File: src/ptcd_regs.vh
// Purpose: constants for the pack topology configuration decode
// Assumes: 16-bit register, 100 MHz core clock
// Notes: included by all design files
`ifndef PTCD_REGS_VH
`define PTCD_REGS_VH
`define PTCD_ADDR          8'h18
`define PTCD_RESET_VAL     16'hefff
`define PTCD_WMASK         16'hefff
`define PTCD_EN_B_BIT      15
`define PTCD_EN_A_BIT      14
`define PTCD_SCAN_BIT      13
`define PTCD_BLK_HI        11
`define PTCD_BLK_LO        8
`define PTCD_SEL_B_HI      7
`define PTCD_SEL_B_LO      4
`define PTCD_SEL_A_HI      3
`define PTCD_SEL_A_LO      0
`define PTCD_SEL_OFF       4'hf
`define PTCD_SEL_MIN       4'h8
`define PTCD_SEL_MAX       4'he
`define PTCD_SETTLE_NS     30000
`define PTCD_CLK_NS        10
`define PTCD_SETTLE_CYC    ((`PTCD_SETTLE_NS + `PTCD_CLK_NS - 1) / `PTCD_CLK_NS)
// last count of the settle: settle cycles minus one, at counter width
`define PTCD_SETTLE_LAST   12'hbb7
`define PTCD_CNT_W         12
`endif

File: src/ptcd_valid_sel.v
// Purpose: range check of a four-bit channel selection
// Assumes: valid range is inclusive
// Notes: purely combinational
`timescale 1ns/100ps
`include "ptcd_regs.vh"
module ptcd_valid_sel (
    input  wire [3:0] sel,
    output wire       in_range
);
    assign in_range = (sel >= `PTCD_SEL_MIN) && (sel <= `PTCD_SEL_MAX);
endmodule // ptcd_valid_sel

File: src/ptcd_settle_timer.v
// Purpose: settling delay counter for alternate-mux scans
// Assumes: start is a one-cycle pulse
// Notes: done pulses once the count expires; bypass gives done at once
`timescale 1ns/100ps
`include "ptcd_regs.vh"
module ptcd_settle_timer (
    input  wire clk,
    input  wire reset,
    input  wire start,
    input  wire use_delay,
    output reg  busy,
    output reg  done
);
    reg [`PTCD_CNT_W-1:0] count_reg;
    localparam [`PTCD_CNT_W-1:0] LAST = `PTCD_SETTLE_LAST;
    always @(posedge clk) begin
        if (reset) begin
            count_reg <= {`PTCD_CNT_W{1'b0}};
            busy      <= 1'b0;
            done      <= 1'b0;
        end else begin
            done <= 1'b0;
            if (start && !busy) begin
                if (use_delay) begin
                    busy      <= 1'b1;
                    count_reg <= {`PTCD_CNT_W{1'b0}};
                end else begin
                    done <= 1'b1;
                end
            end else if (busy) begin
                if (count_reg == LAST) begin
                    busy <= 1'b0;
                    done <= 1'b1;
                end else begin
                    count_reg <= count_reg + {{(`PTCD_CNT_W-1){1'b0}}, 1'b1};
                end
            end
        end
    end
endmodule // ptcd_settle_timer

File: src/ptcd_top.v
// Purpose: pack topology configuration register and its decode
// Assumes: register written through a decoded write port from the serial link
// Notes: outputs registered, valid one cycle after a write
//        copy A drives the channel decode once both top-cell copies agree
//        a disagreeing enable pair reads as enabled with the supply mux off
//        the settle request is qualified from the stored fields, not the outputs
`timescale 1ns/100ps
`include "ptcd_regs.vh"
// Function
// - top-cell selection valid only when both four-bit copies are identical
// - copies differ: no alert masking, supply-input mux forced off
// - enabled with agreed 0x8..0xE: connect balance switch input 8..14 to supply pin
// - values 0x0..0x7 or 0xF: individual switches off, common switch on
// - top-cell fields reset to 0xF, no masking, mux off
// - agreed top cell always masks alerts above it, any encoding, any enable
// - top-block field picks divider cell input; 0xF selects dedicated block pin
// - top-block 0x0..0x7 treated as 0xF
// - effective enable 0 ignores top block, block pin selected
// - scan bit set: wait 30 us before sampling top cell in alternate-mux scans
// - delay only with enable, agreed valid top cell and alternate-mux select 1
// - bit 14 redundant enable copy, resets to 1, checked against bit 15
// - enable copies differ: effective enable 1 and supply mux forced off
module ptcd_top (
    input  wire        clk,
    input  wire        reset,
    input  wire [7:0]  reg_addr,
    input  wire        reg_wr,
    input  wire [15:0] reg_wdata,
    output reg  [15:0] reg_rdata,
    input  wire        alternate_mux_select,
    input  wire        scan_sample_req,
    output wire        scan_settling,
    output wire        scan_sample_go,
    output reg  [14:0] supply_input_mux,
    output reg         supply_input_common,
    output reg  [14:0] balance_switch_diag_alert_mask,
    output reg  [14:0] block_divider_sel,
    output reg         block_voltage_port_sel,
    output reg         flex_pack_en_eff,
    output reg         top_channel_agree
);
    // stored configuration
    reg  [15:0] cfg_reg;
    reg  [15:0] cfg_next;
    reg  [15:0] rdata_next;
    wire        cfg_hit;
    wire        wr_take;

    // field views of the stored word
    wire [3:0]  top_channel_sel_a;
    wire [3:0]  top_channel_sel_b;
    wire [3:0]  block_tap_sel;
    wire        flex_pack_en_a;
    wire        flex_pack_en_b;
    wire        flex_scan_settle_en;

    // range check results
    wire        cell_ok;
    wire        blk_ok;

    // redundancy checks and effective values
    reg         agree_next;
    reg         en_agree;
    reg         en_eff_next;
    reg         mux_on_next;
    reg         common_next;
    reg         blk_pin_next;
    reg         use_delay;

    // decode vectors span channels 0 to 14
    localparam  CH_COUNT = 15;

    // per-channel decode results
    reg  [14:0] mux_next;
    reg  [14:0] mask_next;
    reg  [14:0] blk_next;
    genvar      i;

    // address decode
    assign cfg_hit             = (reg_addr == `PTCD_ADDR);
    assign wr_take             = reg_wr && cfg_hit;

    // fields of the stored word
    assign top_channel_sel_a   = cfg_reg[`PTCD_SEL_A_HI:`PTCD_SEL_A_LO];
    assign top_channel_sel_b   = cfg_reg[`PTCD_SEL_B_HI:`PTCD_SEL_B_LO];
    assign block_tap_sel       = cfg_reg[`PTCD_BLK_HI:`PTCD_BLK_LO];
    assign flex_pack_en_a      = cfg_reg[`PTCD_EN_A_BIT];
    assign flex_pack_en_b      = cfg_reg[`PTCD_EN_B_BIT];
    assign flex_scan_settle_en = cfg_reg[`PTCD_SCAN_BIT];

    // range checks of the cell and block selections
    ptcd_valid_sel u_cell_chk (
        .sel      (top_channel_sel_a),
        .in_range (cell_ok)
    );

    ptcd_valid_sel u_blk_chk (
        .sel      (block_tap_sel),
        .in_range (blk_ok)
    );

    // the two top-cell copies must match before the selection is trusted
    always @* begin
        if (top_channel_sel_a == top_channel_sel_b) begin
            agree_next = 1'b1;
        end else begin
            agree_next = 1'b0;
        end
    end

    // enable copies: a disagreement reads as enabled
    always @* begin
        if (flex_pack_en_a == flex_pack_en_b) begin
            en_agree    = 1'b1;
            en_eff_next = flex_pack_en_a;
        end else begin
            en_agree    = 1'b0;
            en_eff_next = 1'b1;
        end
    end

    // supply-input mux closes only for an agreed, enabled, supported top cell
    always @* begin
        if (!agree_next) begin
            mux_on_next = 1'b0;
        end else if (!en_agree) begin
            mux_on_next = 1'b0;
        end else if (en_eff_next && cell_ok) begin
            mux_on_next = 1'b1;
        end else begin
            mux_on_next = 1'b0;
        end
    end

    // common switch closes whenever no select switch does
    always @* begin
        if (mux_on_next) begin
            common_next = 1'b0;
        end else begin
            common_next = 1'b1;
        end
    end

    // block divider falls back to the dedicated pin unless enabled and supported
    always @* begin
        if (!en_eff_next) begin
            blk_pin_next = 1'b1;
        end else if (blk_ok) begin
            blk_pin_next = 1'b0;
        end else begin
            blk_pin_next = 1'b1;
        end
    end

    // settling delay only on the supported flexible-pack path
    always @* begin
        if (flex_scan_settle_en && alternate_mux_select) begin
            use_delay = en_eff_next && agree_next && cell_ok;
        end else begin
            use_delay = 1'b0;
        end
    end

    // per-channel decode
    generate
        for (i = 0; i < CH_COUNT; i = i + 1) begin : g_ch
            // balance switch input i to the supply-input pin
            always @* begin
                if (mux_on_next && top_channel_sel_a == i) begin
                    mux_next[i] = 1'b1;
                end else begin
                    mux_next[i] = 1'b0;
                end
            end

            // alerts of channels above the agreed top cell are masked
            always @* begin
                if (agree_next && i > top_channel_sel_a) begin
                    mask_next[i] = 1'b1;
                end else begin
                    mask_next[i] = 1'b0;
                end
            end

            // cell input i to the block divider
            always @* begin
                if (!blk_pin_next && block_tap_sel == i) begin
                    blk_next[i] = 1'b1;
                end else begin
                    blk_next[i] = 1'b0;
                end
            end
        end
    endgenerate

    // register write: only the configuration address is taken, bit 12 stays 0
    always @* begin
        if (wr_take) begin
            cfg_next = reg_wdata & `PTCD_WMASK;
        end else begin
            cfg_next = cfg_reg;
        end
    end

    always @(posedge clk) begin
        if (reset) begin
            cfg_reg <= `PTCD_RESET_VAL;
        end else begin
            cfg_reg <= cfg_next;
        end
    end

    // read back: the stored word while addressed, zero otherwise
    always @* begin
        if (cfg_hit) begin
            rdata_next = cfg_reg;
        end else begin
            rdata_next = 16'h0000;
        end
    end

    always @(posedge clk) begin
        if (reset) begin
            reg_rdata <= 16'h0000;
        end else begin
            reg_rdata <= rdata_next;
        end
    end

    // supply-input mux select switches
    always @(posedge clk) begin
        if (reset) begin
            supply_input_mux <= 15'h0000;
        end else begin
            supply_input_mux <= mux_next;
        end
    end

    // common switch, the off state
    always @(posedge clk) begin
        if (reset) begin
            supply_input_common <= 1'b1;
        end else begin
            supply_input_common <= common_next;
        end
    end

    // balance switch alert masking
    always @(posedge clk) begin
        if (reset) begin
            balance_switch_diag_alert_mask <= 15'h0000;
        end else begin
            balance_switch_diag_alert_mask <= mask_next;
        end
    end

    // block divider cell input
    always @(posedge clk) begin
        if (reset) begin
            block_divider_sel <= 15'h0000;
        end else begin
            block_divider_sel <= blk_next;
        end
    end

    // dedicated block pin
    always @(posedge clk) begin
        if (reset) begin
            block_voltage_port_sel <= 1'b1;
        end else begin
            block_voltage_port_sel <= blk_pin_next;
        end
    end

    // effective flexible-pack enable
    always @(posedge clk) begin
        if (reset) begin
            flex_pack_en_eff <= 1'b1;
        end else begin
            flex_pack_en_eff <= en_eff_next;
        end
    end

    // top-cell copies agree
    always @(posedge clk) begin
        if (reset) begin
            top_channel_agree <= 1'b1;
        end else begin
            top_channel_agree <= agree_next;
        end
    end

    // alternate-mux scan settling
    // a request is taken only while the timer is idle
    ptcd_settle_timer u_settle (
        .clk       (clk),
        .reset     (reset),
        .start     (scan_sample_req),
        .use_delay (use_delay),
        .busy      (scan_settling),
        .done      (scan_sample_go)
    );
endmodule // ptcd_top

File: config.mk
export PLATFORM = sky130hd
export DESIGN_NAME = ptcd_top
export DESIGN_NICKNAME = d
export VERILOG_FILES = /design/src/ptcd_valid_sel.v /design/src/ptcd_settle_timer.v /design/src/ptcd_top.v
export VERILOG_INCLUDE_DIRS = /design/src /design/src/src
export SDC_FILE = /design/constraint.sdc
export NUM_CORES = 1
export LEC_CHECK = 0
export CORE_MARGIN = 4
export CORE_UTILIZATION = 55
export DETAILED_ROUTE_END_ITERATION = 10
export DONT_BUFFER_PORTS = 1
export PLACE_DENSITY = 0.75
export SLEW_MARGIN = 10
export SYNTH_ARGS = -nofsm -noshare
export SYNTH_HDL_FRONTEND = slang
export SYNTH_SLANG_ARGS = --single-unit
File: constraint.sdc
create_clock -name clk -period 3.3 [get_ports clk]
set_clock_uncertainty 0.2 [all_clocks]
set_input_delay 0.66 -clock clk [delete_from_list [all_inputs] [get_ports clk]]
set_output_delay 0.66 -clock clk [all_outputs]
set_load 0.005 [all_outputs]
==> results.toml <==
[route]
drc_errors = 0
initialDrtViolationCount = 98
antenna_left = 0
wl_per_cell_um = 15.7
wl_mm = 5.92
vias = 2022
via_per_inst = 5.36
first_pass_iters = 4

[yosys]
synthCells = 293
yosys_warnings = 0
ys_seq_area_share_pct = 60.3
ys_top_cells_by_area = "dfxtp_1 (60%), a211o_1 (4.3%), and3_1 (3.7%)"
ys_types = 38
synth_area_leader_cell = "dfxtp_1"
synth_top_area_share_pct = 60.3
synth.cell_area_um2 = 3060
synth_seq_cells = 92
syn_area_per_cell_um2 = 10.4

[hold_path]
hp-class = "in2reg"

[clocking]
htreeDepth = 3
ctsLongestPathBuffers = 2
cts_setup_buffers = 0
path_clk_slew_ns = 0.09
cts_hold_buf = 0
post_cts_resize_count = 0
clk_latency_ns = 0.35
cts_tree = "done"
cts_made_buffers = 9
root_buffer = "clkbuf_8"
cts_sinks = 92

[global_routing]
met2_usage_pct = 30.0
grt_antenna_before_repair = 0
grt_busiest_layer = "met2"
track_usage_pct = 18.2
grt.overflow.total = 0
grt.met1_usage_pct = 21.4
grt_pass1_wl_mm = 9.32
gr-usage-met3_pct = 7.27
grt_pass1_vias = 1912
grt_max_degree = 37

[placement]
dp_cells = 361
pre_cts_slack_ns = 0.661
hpwl_mm = 4.16
gp_congestion = 0.752
io_buffers = 0

[critical_path]
start_kind = "register"
slowest_delay_ns = 0.67
regToRegSetupSlack_ns = 0.76
slowest_stage = "dfxtp_1"
required_ns = 3.39
critPathArrivalTime_ns = 2.63
endpoint_kind = "register"
cpLargestDelayFamily = "simple AND/OR/NAND/NOR gates"
worst-setup-path-type = "reg2reg"
crit_chain = "xnor2_1 -> nand4_1 -> or2_2 -> or4_4 -> nor2_1"
worstPathMaxFanout = 16
critPathBufInv = 0

[timing]
fin_crit_ns = 2.54
setup_ws_ns = 0.757
relSlewSlack_pct = 48.6
clock.fmax_mhz = 393
rsz0062_at_grt = "no"
final.setup.tns_ns = 0
hold_viol_final = 0
final_max_slew_viol_count = 0
fin_hold_ws_ns = 0.170
fin_crit_sh_pct = 77.0
worst_slew_pin_slew_ns = 0.770
final-setup-viol-count = 0

[floorplanning]
core-area_um2 = 5240
die_h_um = 82.5
ios = 96
num_rows = 26
dieArea_um2 = 6810
start_util_pct = 58.3
die_width_um = 82.5

[layout]
syn_to_final_growth_pct = 8.68
final_cells = 377
nFillCells = 423
fin_nets = 333
drive_gt1_share_pct = 8.14
n_antenna_cell = 0

[power_and_ir_drop]
pwr-share-comb_pct = 0.9
p_switching_mw = 0.422
seqPwrFrac_pct = 58.9
clkPwrFrac_pct = 40.2
power_density_nw_per_um2 = 577
p_leak_nw = 1.35
intPower_mw = 1.49
switching_share_pct = 22.1
peakVddDrop_v = 0.000310

[job]
drv_cap = 0

[status]
outcome = "finished clean"
[per-layer routing]
metal  vias up  wire (um)
li1       1012          -
met1       923       2510
met2        81       2770
met3         6        576
met4         0         63
met5         -          0
[cells in the final DEF (no fill, tap or decap), types with 2 or more instances in the layout]
master and instances:
or3_1 3, nor2b_1 4, clkinvlp_4 2, dfxtp_1 92, o21ai_0 4, conb_1 18
nor3b_1 2, nand2_1 11, nand3_1 10, or2_2 3, nor2_1 22, a21oi_1 17
and3_1 18, a211o_1 15, a31oi_1 3, xnor2_1 5, inv_1 6, nor3_1 8
inv_8 3, nand2b_1 10, a311oi_1 2, or4_4 2, clkbuf_8 9, nor4_1 2
and2_1 17, nand4_1 4, ha_1 2
[synthesized netlist by cell type]
cell and n:
dfxtp_1 92, nor2_1 22, and3_1 18, a21oi_1 17, and2_1 17, a211o_1 15, clkbuf_1 15, nand2_1 11
nand2b_1 10, nand3_1 10, nor3_1 8, inv_1 6, xnor2_1 5, nand4_1 4, nor2b_1 4, o21ai_0 4
a31oi_1 3, or2_2 3, or3_1 3, a311oi_1 2, buf_4 2, buf_6 2, ha_1 2, nor3b_1 2
nor4_1 2, or4_4 2, a211oi_1 1, a221oi_1 1, a22oi_1 1, and4b_1 1, conb_1 1, nand4b_1 1
nor4b_1 1, o21ai_2 1, o31a_2 1, o31ai_1 1, o41ai_4 1, or4b_4 1
[worst reg2reg max path, delay by kind of cell (launching register included)]
family | cells | cell delay, ns
xor gates and xnor gates | 1 | 0.18
DFF | 1 | 0.67
and+or+nand+nor | 4 | 1.43
[power by group through the flow]
| stage | logic [mW] | clock network [mW] | registers (mW) |
|---|---|---|---|
| after floorplan | 0.0239 | 0 | 1.15 |
| after global placement | 0.0163 | 0 | 1.15 |
| after detailed placement | 0.0166 | 0 | 1.16 |
| after CTS | 0.0168 | 0.787 | 1.13 |
| after global routing | 0.0202 | 0.832 | 1.13 |
| final | 0.0172 | 0.769 | 1.13 |
[cells by family (layout without fill, tap and decap cells)]
group                    Yosys count  after routing  synth area share [%]
AO/OA/AOI/OAI                     48             48                  11.5
AND/OR/NAND/NOR                  120            120                  22.1
buffers and inverters             25             22                  3.81
adder cells (fa/ha/maj)            2              2                 0.819
XOR/XNOR                           5              5                  1.43
flip-flops                        92             92                  60.3
other                              1             18                 0.123
[cell type report]
cell class / instances / area [um^2] / area share [%]
clock inverter: 7 / 83.8 / 2.52
clock buffer: 9 / 124 / 3.73
inverter: 6 / 22.5 / 0.678
sequential: 92 / 1840 / 55.5
tap: 70 / 87.6 / 2.64
multi-input combinational: 193 / 1160 / 35.0
[final timing paths]
check,from,to,cells past startpoint
setup / recovery,cfg_reg[2]$_SDFFE_PP1P_,supply_input_mux[10]$_SDFF_PP0_,5
hold / removal,reset,u_settle.count_reg[7]$_SDFFE_PP0P_,1
setup reg to reg,cfg_reg[2]$_SDFFE_PP1P_,supply_input_mux[10]$_SDFF_PP0_,5
hold reg to reg,cfg_reg[11]$_SDFFE_PP1P_,cfg_reg[11]$_SDFFE_PP1P_,1
[through the flow]
stage,utilization (%),cell area (um^2),power (mW)
6_report,63.4,3320,1.91
5_1_grt,63.4,3320,1.98
4_1_cts,63.4,3320,1.93
3_5_place_dp,59.4,3110,1.17
3_3_place_gp,59.4,3110,1.17
2_1_floorplan,-,3120,1.18
Power figures use the tool's default switching activity.
